--- src/hdl/uart_regsel_pkg.sv ---
package uart_regsel_pkg;

    // ------------------------------------------------------------
    // register addresses (4-bit host address space)
    // ------------------------------------------------------------
    localparam logic [3:0] addr_holding        = 4'h0;
    localparam logic [3:0] addr_int_enables    = 4'h1;
    localparam logic [3:0] addr_ident_fifo     = 4'h2;
    localparam logic [3:0] addr_line_format    = 4'h3;
    localparam logic [3:0] addr_modem_control  = 4'h4;
    localparam logic [3:0] addr_line_status    = 4'h5;
    localparam logic [3:0] addr_modem_status   = 4'h6;
    localparam logic [3:0] addr_scratch        = 4'h7;
    localparam logic [3:0] addr_tx_fill        = 4'h8;
    localparam logic [3:0] addr_rx_fill        = 4'h9;
    localparam logic [3:0] addr_pin_direction  = 4'ha;
    localparam logic [3:0] addr_pin_states     = 4'hb;
    localparam logic [3:0] addr_pin_int_en     = 4'hc;
    localparam logic [3:0] addr_pin_control    = 4'he;
    localparam logic [3:0] addr_extra_features = 4'hf;
    // banked aliases
    localparam logic [3:0] addr_divisor_low    = 4'h0;
    localparam logic [3:0] addr_divisor_high   = 4'h1;
    localparam logic [3:0] addr_enhanced       = 4'h2;
    localparam logic [3:0] addr_resume_one     = 4'h4;
    localparam logic [3:0] addr_resume_two     = 4'h5;
    localparam logic [3:0] addr_pause_one      = 4'h6;
    localparam logic [3:0] addr_pause_two      = 4'h7;
    localparam logic [3:0] addr_trans_control  = 4'h6;
    localparam logic [3:0] addr_trigger_level  = 4'h7;

    // ------------------------------------------------------------
    // field positions and key values
    // ------------------------------------------------------------
    localparam int          lcr_latch_bit      = 7;
    localparam logic [7:0]  lcr_enhanced_key   = 8'hbf;
    localparam int          efr_enhanced_bit   = 4;
    localparam int          mcr_bank_bit       = 2;
    localparam int          mcr_prescale_bit   = 7;
    // modem control bits 7:5 and interrupt enable bits 7:4 are enhanced
    localparam logic [7:0]  mcr_enhanced_mask  = 8'he0;
    localparam logic [7:0]  ier_enhanced_mask  = 8'hf0;
    localparam logic [7:0]  reg_reset_value    = 8'h00;
    localparam logic [7:0]  read_zero          = 8'h00;
    localparam int          reg_count          = 21;

    // ------------------------------------------------------------
    // carriers
    // ------------------------------------------------------------
    typedef struct packed {
        logic       valid;
        logic       write;
        logic [3:0] addr;
        logic [7:0] wdata;
    } host_req_t;

    typedef struct packed {
        logic [7:0] rx_char;
        logic [7:0] ident;
        logic [7:0] line_stat;
        logic [7:0] modem_stat;
        logic [7:0] tx_fill;
        logic [7:0] rx_fill;
        logic [7:0] pin_levels;
    } core_status_t;

    typedef enum {
        bank_general,
        bank_divisor,
        bank_enhanced
    } bank_t;

endpackage : uart_regsel_pkg

--- src/hdl/uart_reg_cell.sv ---
`timescale 1ns/1ps
// one host-writable byte with a per-bit write-protect mask
module uart_reg_cell #(
    parameter int         width = 8,
    parameter logic [7:0] reset_value = 8'h00
) (
    // clocking
    input  wire logic             clock,
    input  wire logic             reset_n,
    input  wire logic             clock_en,
    // write port
    input  wire logic             wr_en,
    input  wire logic [width-1:0] wr_data,
    input  wire logic [width-1:0] wr_keep,
    // contents
    output logic      [width-1:0] value
);

    logic [width-1:0] value_next;

    // protected bits keep their old value
    assign value_next = (wr_data & ~wr_keep) | (value & wr_keep);

    // ------------------------------------------------------------
    // storage
    // ------------------------------------------------------------
    always_ff @(posedge clock or negedge reset_n) begin
        if (!reset_n) begin
            value <= reset_value[width-1:0];
        end else if (clock_en && wr_en) begin
            value <= value_next;
        end
    end

endmodule : uart_reg_cell

--- src/hdl/uart_bank_decode.sv ---
`timescale 1ns/1ps
// bank selection from line format, enhanced features and modem control
module uart_bank_decode (
    // steering registers
    input  wire logic [7:0] line_format,
    input  wire logic [7:0] enhanced,
    input  wire logic [7:0] modem_control,
    // decoded conditions
    output uart_regsel_pkg::bank_t bank,
    output logic            enh_enabled,
    output logic            trig_bank
);

    // ------------------------------------------------------------
    // bank conditions
    // ------------------------------------------------------------
    // exact key match wins over the latch bit, since the key has bit 7 set too
    wire key_match = (line_format == uart_regsel_pkg::lcr_enhanced_key);
    wire latch_on  = line_format[uart_regsel_pkg::lcr_latch_bit];

    assign bank = key_match ? uart_regsel_pkg::bank_enhanced :
                  latch_on  ? uart_regsel_pkg::bank_divisor  :
                              uart_regsel_pkg::bank_general;
    assign enh_enabled = enhanced[uart_regsel_pkg::efr_enhanced_bit];
    assign trig_bank   = enh_enabled &&
                         modem_control[uart_regsel_pkg::mcr_bank_bit];

endmodule : uart_bank_decode

--- src/hdl/uart_banked_register_select.sv ---
`timescale 1ns/1ps
module uart_banked_register_select (
    // clock and reset
    input  wire logic                         clock,
    input  wire logic                         reset_n,
    input  wire logic                         clock_en,
    // host access port (from serial bus slave, same clock)
    input  wire uart_regsel_pkg::host_req_t   host_req,
    output logic [7:0]                        host_rdata,
    output logic                              host_rvalid,
    // status from uart core (same clock)
    input  wire uart_regsel_pkg::core_status_t core_status,
    // strobes toward uart core
    output logic                              rx_pop,
    output logic                              tx_push,
    output logic [7:0]                        tx_char,
    output logic                              fifo_ctl_wr,
    output logic [7:0]                        fifo_ctl_value,
    output logic                              ident_read,
    // configuration toward uart core
    output logic [7:0]                        int_enables,
    output logic [7:0]                        line_format_control,
    output logic [7:0]                        modem_pin_control,
    output logic [7:0]                        scratch_byte,
    output logic [15:0]                       divisor,
    output logic [7:0]                        enhanced_features,
    output logic [7:0]                        resume_char_one,
    output logic [7:0]                        resume_char_two,
    output logic [7:0]                        pause_char_one,
    output logic [7:0]                        pause_char_two,
    output logic [7:0]                        transmission_control,
    output logic [7:0]                        trigger_level,
    output logic [7:0]                        pin_direction,
    output logic [7:0]                        pin_interrupt_enables,
    output logic [7:0]                        pin_control,
    output logic [7:0]                        extra_features
);

    // ------------------------------------------------------------
    // register index map inside the storage array
    // ------------------------------------------------------------
    localparam int ix_ier  = 0;
    localparam int ix_lcr  = 1;
    localparam int ix_mcr  = 2;
    localparam int ix_spr  = 3;
    localparam int ix_dll  = 4;
    localparam int ix_dlh  = 5;
    localparam int ix_efr  = 6;
    localparam int ix_xn1  = 7;
    localparam int ix_xn2  = 8;
    localparam int ix_xf1  = 9;
    localparam int ix_xf2  = 10;
    localparam int ix_tcr  = 11;
    localparam int ix_tlr  = 12;
    localparam int ix_dir  = 13;
    localparam int ix_pie  = 14;
    localparam int ix_ctl  = 15;
    localparam int ix_efc  = 16;
    localparam int n_regs  = 17;

    logic [7:0] regs      [n_regs];
    logic [7:0] keep_mask [n_regs];
    logic       wr_hit    [n_regs];

    uart_regsel_pkg::bank_t bank;
    logic       enh_enabled;
    logic       trig_bank;

    // ------------------------------------------------------------
    // bank decode
    // ------------------------------------------------------------
    uart_bank_decode u_bank (
        .line_format   (regs[ix_lcr]),
        .enhanced      (regs[ix_efr]),
        .modem_control (regs[ix_mcr]),
        .bank          (bank),
        .enh_enabled   (enh_enabled),
        .trig_bank     (trig_bank)
    );

    // ------------------------------------------------------------
    // access qualification
    // ------------------------------------------------------------
    wire        acc      = host_req.valid && clock_en;
    wire        is_wr    = acc && host_req.write;
    wire        is_rd    = acc && !host_req.write;
    wire [3:0]  a        = host_req.addr;
    wire        b_gen    = (bank == uart_regsel_pkg::bank_general);
    wire        b_div    = (bank == uart_regsel_pkg::bank_divisor);
    wire        b_enh    = (bank == uart_regsel_pkg::bank_enhanced);
    // high addresses are outside the banked window, so they stay open in every bank
    wire        hi_addr  = a[3];
    // trigger pair overlays modem status and scratch in the general bank
    wire        trig_hit = b_gen && trig_bank &&
                           (a == uart_regsel_pkg::addr_trans_control ||
                            a == uart_regsel_pkg::addr_trigger_level);

    // per-register address hits, writable registers only
    wire h_ier = b_gen && a == uart_regsel_pkg::addr_int_enables;
    wire h_lcr = !hi_addr && a == uart_regsel_pkg::addr_line_format;
    wire h_mcr = b_gen && a == uart_regsel_pkg::addr_modem_control;
    wire h_spr = b_gen && !trig_hit && a == uart_regsel_pkg::addr_scratch;
    wire h_dll = b_div && a == uart_regsel_pkg::addr_divisor_low;
    wire h_dlh = b_div && a == uart_regsel_pkg::addr_divisor_high;
    wire h_efr = b_enh && a == uart_regsel_pkg::addr_enhanced;
    wire h_xn1 = b_enh && a == uart_regsel_pkg::addr_resume_one;
    wire h_xn2 = b_enh && a == uart_regsel_pkg::addr_resume_two;
    wire h_xf1 = b_enh && a == uart_regsel_pkg::addr_pause_one;
    wire h_xf2 = b_enh && a == uart_regsel_pkg::addr_pause_two;
    wire h_tcr = trig_hit && a == uart_regsel_pkg::addr_trans_control;
    wire h_tlr = trig_hit && a == uart_regsel_pkg::addr_trigger_level;
    wire h_dir = a == uart_regsel_pkg::addr_pin_direction;
    wire h_pie = a == uart_regsel_pkg::addr_pin_int_en;
    wire h_ctl = a == uart_regsel_pkg::addr_pin_control;
    wire h_efc = a == uart_regsel_pkg::addr_extra_features;

    // shared-address strobes, general bank only
    wire h_hold  = b_gen && a == uart_regsel_pkg::addr_holding;
    wire h_ident = b_gen && a == uart_regsel_pkg::addr_ident_fifo;

    // enhanced-tagged bits frozen while enhanced functions are off
    wire [7:0] enh_keep_mcr = enh_enabled ? 8'h00 : uart_regsel_pkg::mcr_enhanced_mask;
    wire [7:0] enh_keep_ier = enh_enabled ? 8'h00 : uart_regsel_pkg::ier_enhanced_mask;

    // ------------------------------------------------------------
    // write enables and protect masks per array entry
    // ------------------------------------------------------------
    always_comb begin
        for (int i = 0; i < n_regs; i++) begin
            keep_mask[i] = 8'h00;
        end
        keep_mask[ix_ier] = enh_keep_ier;
        keep_mask[ix_mcr] = enh_keep_mcr;
        wr_hit[ix_ier] = is_wr && h_ier;
        wr_hit[ix_lcr] = is_wr && h_lcr;
        wr_hit[ix_mcr] = is_wr && h_mcr;
        wr_hit[ix_spr] = is_wr && h_spr;
        wr_hit[ix_dll] = is_wr && h_dll;
        wr_hit[ix_dlh] = is_wr && h_dlh;
        wr_hit[ix_efr] = is_wr && h_efr;
        wr_hit[ix_xn1] = is_wr && h_xn1;
        wr_hit[ix_xn2] = is_wr && h_xn2;
        wr_hit[ix_xf1] = is_wr && h_xf1;
        wr_hit[ix_xf2] = is_wr && h_xf2;
        wr_hit[ix_tcr] = is_wr && h_tcr;
        wr_hit[ix_tlr] = is_wr && h_tlr;
        wr_hit[ix_dir] = is_wr && h_dir;
        wr_hit[ix_pie] = is_wr && h_pie;
        wr_hit[ix_ctl] = is_wr && h_ctl;
        wr_hit[ix_efc] = is_wr && h_efc;
    end

    // ------------------------------------------------------------
    // storage: one cell per writable register
    // ------------------------------------------------------------
    // read-only status (line, modem, fills, pin states) has no cell at all,
    // so a write to those addresses simply finds nothing to change
    for (genvar g = 0; g < n_regs; g++) begin : g_cell
        uart_reg_cell #(
            .width       (8),
            .reset_value (uart_regsel_pkg::reg_reset_value)
        ) u_cell (
            .clock    (clock),
            .reset_n  (reset_n),
            .clock_en (clock_en),
            .wr_en    (wr_hit[g]),
            .wr_data  (host_req.wdata),
            .wr_keep  (keep_mask[g]),
            .value    (regs[g])
        );
    end

    // ------------------------------------------------------------
    // read data selection
    // ------------------------------------------------------------
    logic [7:0] rd_mux;

    always_comb begin
        rd_mux = uart_regsel_pkg::read_zero;
        if (h_hold)                 rd_mux = core_status.rx_char;
        else if (h_ident)           rd_mux = core_status.ident;
        else if (h_ier)             rd_mux = regs[ix_ier];
        else if (h_lcr)             rd_mux = regs[ix_lcr];
        else if (h_mcr)             rd_mux = regs[ix_mcr];
        else if (b_gen && a == uart_regsel_pkg::addr_line_status)
                                    rd_mux = core_status.line_stat;
        else if (h_tcr)             rd_mux = regs[ix_tcr];
        else if (h_tlr)             rd_mux = regs[ix_tlr];
        else if (b_gen && a == uart_regsel_pkg::addr_modem_status)
                                    rd_mux = core_status.modem_stat;
        else if (h_spr)             rd_mux = regs[ix_spr];
        else if (h_dll)             rd_mux = regs[ix_dll];
        else if (h_dlh)             rd_mux = regs[ix_dlh];
        else if (h_efr)             rd_mux = regs[ix_efr];
        else if (h_xn1)             rd_mux = regs[ix_xn1];
        else if (h_xn2)             rd_mux = regs[ix_xn2];
        else if (h_xf1)             rd_mux = regs[ix_xf1];
        else if (h_xf2)             rd_mux = regs[ix_xf2];
        else if (a == uart_regsel_pkg::addr_tx_fill)
                                    rd_mux = core_status.tx_fill;
        else if (a == uart_regsel_pkg::addr_rx_fill)
                                    rd_mux = core_status.rx_fill;
        else if (h_dir)             rd_mux = regs[ix_dir];
        else if (a == uart_regsel_pkg::addr_pin_states)
                                    rd_mux = core_status.pin_levels;
        else if (h_pie)             rd_mux = regs[ix_pie];
        else if (h_ctl)             rd_mux = regs[ix_ctl];
        else if (h_efc)             rd_mux = regs[ix_efc];
    end

    // ------------------------------------------------------------
    // registered answers and core strobes
    // ------------------------------------------------------------
    // strobes last until the next clock_en edge; the core owns fifo timing after a reset strobe,
    // the host is expected to leave two crystal periods before touching data
    always_ff @(posedge clock or negedge reset_n) begin
        if (!reset_n) begin
            host_rdata     <= 8'h00;
            host_rvalid    <= 1'b0;
            rx_pop         <= 1'b0;
            tx_push        <= 1'b0;
            tx_char        <= 8'h00;
            fifo_ctl_wr    <= 1'b0;
            fifo_ctl_value <= 8'h00;
            ident_read     <= 1'b0;
        end else if (clock_en) begin
            host_rvalid <= is_rd;
            host_rdata  <= is_rd ? rd_mux : host_rdata;
            rx_pop      <= is_rd && h_hold;
            tx_push     <= is_wr && h_hold;
            tx_char     <= (is_wr && h_hold) ? host_req.wdata : tx_char;
            fifo_ctl_wr <= is_wr && h_ident;
            fifo_ctl_value <= (is_wr && h_ident) ? host_req.wdata : fifo_ctl_value;
            ident_read  <= is_rd && h_ident;
        end
    end

    // ------------------------------------------------------------
    // configuration outputs straight from the cells
    // ------------------------------------------------------------
    assign int_enables           = regs[ix_ier];
    assign line_format_control   = regs[ix_lcr];
    assign modem_pin_control     = regs[ix_mcr];
    assign scratch_byte          = regs[ix_spr];
    assign divisor               = {regs[ix_dlh], regs[ix_dll]};
    assign enhanced_features     = regs[ix_efr];
    assign resume_char_one       = regs[ix_xn1];
    assign resume_char_two       = regs[ix_xn2];
    assign pause_char_one        = regs[ix_xf1];
    assign pause_char_two        = regs[ix_xf2];
    assign transmission_control  = regs[ix_tcr];
    assign trigger_level         = regs[ix_tlr];
    assign pin_direction         = regs[ix_dir];
    assign pin_interrupt_enables = regs[ix_pie];
    assign pin_control           = regs[ix_ctl];
    assign extra_features        = regs[ix_efc];

endmodule : uart_banked_register_select

--- config.mk ---
export PLATFORM = sky130hd
export DESIGN_NAME = uart_banked_register_select
export DESIGN_NICKNAME = d
export VERILOG_FILES = /design/src/hdl/uart_regsel_pkg.sv /design/src/hdl/uart_reg_cell.sv /design/src/hdl/uart_bank_decode.sv /design/src/hdl/uart_banked_register_select.sv
export SDC_FILE = /design/constraint.sdc
export NUM_CORES = 1
export LEC_CHECK = 0
export CAP_MARGIN = 20
export CORE_UTILIZATION = 30
export CTS_CLUSTER_SIZE = 10
export DETAILED_ROUTE_END_ITERATION = 10
export DONT_BUFFER_PORTS = 1
export GPL_ROUTABILITY_DRIVEN = 0
export GPL_TIMING_DRIVEN = 0
export SLEW_MARGIN = 20
export SYNTH_ARGS = -nofsm -noshare
export SYNTH_HDL_FRONTEND = slang
export SYNTH_SLANG_ARGS = --single-unit
--- constraint.sdc ---
create_clock -name clock -period 2.2 [get_ports clock]
set_input_delay 0.44 -clock clock [delete_from_list [all_inputs] [get_ports clock]]
set_output_delay 0.44 -clock clock [all_outputs]
set_load 0.05 [all_outputs]
==> impl_results.md <==
* Status: finished with violations
* Failing checks: negative hold slack, negative setup slack
* CP Buf/Inv Count at 1
* Rows at 61
* Gr usage total at 24.4%
* CTS root buffer: clkbuf_16
* Register bit count reported by yosys at 165
* DIE AREA at 29300 sq um
* CP endpoint kind: flop
* Clk Latency, worst-skew pair at 0.44 ns
* Maximum vdd drop at 0.526 mV
* Synth top area share at 48.0%
* Clock Skew at 0.00790 ns
* Max Fclk at 431 MHz
* Top post-synthesis cells by area: dfrtp_1 (48%), mux2_2 (21%), nand2_1 (2.2%)
* Largest area contributor in the netlist: dfrtp_1
* Number of flops mapped to enable cells by yosys at 0
* Setup CP Type: reg2reg
* Final Cycle Share at 105%
* Worst Path Required at 2.53 ns
* DR vias at 7015
* Gr ovfl total at 0
* Worst slack at placement at -0.500 ns
* DP Cell Count at 1113
* Buffers added on ports at 0
* RSZ-0062 raised after global routing: true
* Detailed Route WL at 35900 um
* Main synth FF type: dfrtp_1
* R2r setup slk at -0.12 ns
* Initial Utilization at 30.7%
* Worst R2R Path Depth at 5
* Worst path arrival time at 2.65 ns
* Area grow syn2layout at 21.4%
* TritonRoute pass-1 iters at 5
* DRC at 0
* Clock Tree Buf Depth at 2
* CP Launch Point: g_cell[1].u_cell.value[7]
* Die Ht at 171 um
* Worst path slowest cell: dfrtp_4
* CP Max Fanout at 8
* Sum Neg Setup Slack at -1.15 ns
* Final Non-Filler Cells at 1176
* Final hold viol count at 165
* Worst R2R Start: g_cell[1].u_cell.value[7]
* First-pass GRT wire length at 50400 um
* Pwr per Cell Area at 775 nW/um^2
* Nets@finish at 858
* Reg2reg end: g_cell[3].u_cell.value[3]
* Library cells used by synthesis at 70
* Syn Area/Cell at 11.7 sq um
* Initial antenna violation count at 2
* Min cycle time layout at 2.32 ns
* Critical path cell sequence: buf_6, or3b_4, or3_4, nor2_8, mux2_2
* Ys Warns at 0
* DR iter-0 viols at 746
* Vias/cell at 5.97
* Core Area at 28000 sq um
* Fin Hold WS at -0.313 ns
* Synth async-reset ratio at 100%
* Final Slew Violations at 0
* CTS tree: done
* Clock Sinks at 165
* Fin worst setup slack at -0.120 ns
* Layout cells sized above 1 at 45.0%
* Clock Pin Slew Worst Setup and Hold Paths at 0.07 ns
* Final Power at 8080 uW
* Post-synthesis sequential area ratio at 48.0%
* CP startpoint kind: flop
* Detailed placement HPWL at 26300 um
* Least-Margin Pin Slew at 0.932 ns
* Fillcell total at 2783
* Max Cap Violations at 0
* Syn nets at 808
* Number of diodes at 0
* Final Setup Violations at 21
* Ports at 238
* Slew margin rel. at 37.9%
* Final ANT Viol Nets at 0
* Mapped cell area at 8590 sq um
* H-Tree Depth at 4
* Die W at 171 um
* WL/cell at 30.5 um
* Mapped Cells at 735
* Vias in the first global route at 6886
* Largest net degree at the start of global routing at 166
* Worst stage delay on the critical path at 0.60 ns
* CTS buffer count at 17
* Crit path max-delay family: simple AND/OR/NAND/NOR gates
* Min-Delay Path Class: in2async
* Leak Pwr at 0.00470 uW
cell usage after synthesis, drive strengths merged (12+ instances only):
master / number
o21ai: 29
mux2i: 18
o22ai: 13
nor2: 40
buf: 33
nor2b: 12
mux2: 163
nand3: 17
a22oi: 15
nor3: 22
a21oi: 26
nand2: 57
dfrtp: 165
clkbuf: 14
power by group:
part / internal (uW) / total [uW] / switching, uW
logic: 378 / 863 / 486
registers: 3240 / 4300 / 1050
clock network: 1570 / 2920 / 1350
total: 5190 / 8080 / 2890
placed cells by master (no fill, tap or decap), drive strengths merged, types with 17 or more instances in the layout:
| master | count |
|---|---|
| a21oi | 26 |
| buf | 63 |
| clkbuf | 34 |
| dfrtp | 165 |
| mux2 | 163 |
| mux2i | 18 |
| nand2 | 57 |
| nand3 | 17 |
| nor2 | 40 |
| nor3 | 22 |
| o21ai | 29 |
state kept, by name, indices dropped and copies added, names as in the netlist, named ones only:
name and count:
g_cell.u_cell.value 129, fifo_ctl_value 8, host_rdata 8, tx_char 8, fifo_ctl_wr 1, host_rvalid 1
ident_read 1, rx_pop 1, tx_push 1
metrics by stage:
stage	cell area, sq um	util (%)
2_1_floorplan	8600	-
3_3_place_gp	9070	32.4
3_5_place_dp	9070	32.4
4_1_cts	10100	36.0
5_1_grt	10400	37.2
6_report	10400	37.2
area by class of cell:
cell class | count | area, sq um | share of cell area (%)
clock buffer | 19 | 433 | 4.15
multi-input combinational | 518 | 4660 | 44.6
timing repair buffer | 33 | 292 | 2.79
inverter | 5 | 21.3 | 0.204
clock inverter | 13 | 125 | 1.20
buffer | 45 | 275 | 2.64
sequential | 165 | 4160 | 39.8
tap | 378 | 473 | 4.53
metal layers:
layer | vias to the layer above | GRT usage [%] | share of wire (%)
met3 | 69 | 11.2 | 14
met4 | 2 | 6.33 | 2.1
li1 | 2849 | - | -
met1 | 3619 | 29.7 | 37
met5 | - | 0 | 0.042
met2 | 476 | 38.9 | 47
how the worst max path moves through the flow:
stage | to | slack, ns | cells past startpoint
final | g_cell[3].u_cell.value[3] | -0.12 | 5
after global routing | g_cell[3].u_cell.value[1] | -0.15 | 5
after CTS | g_cell[3].u_cell.value[5] | -0.11 | 5
after detailed placement | host_rdata[6] | -0.50 | 9
after global placement | host_rdata[6] | -0.51 | 9
after floorplan | g_cell[6].u_cell.value[0] | 0.008 | 6
timing repair:
action,4_1_cts,5_1_grt
endpoints found under the setup margin,110,121
hold endpoints to repair,165,165
pin swaps,23,23
buffers inserted,21,12
cloned,0,0
resized for setup,65,68
logic make-up after synthesis:
| group | count (synthesis) | synth area share, % |
|---|---|---|
| multiplexers | 184 | 24.2 |
| AND/OR/NAND/NOR | 183 | 12.1 |
| flip-flops | 165 | 48.0 |
| AO/OA/AOI/OAI | 151 | 12.3 |
| buffers and inverters | 52 | 3.36 |
No activity file was read; power rests on OpenSTA's default activity.
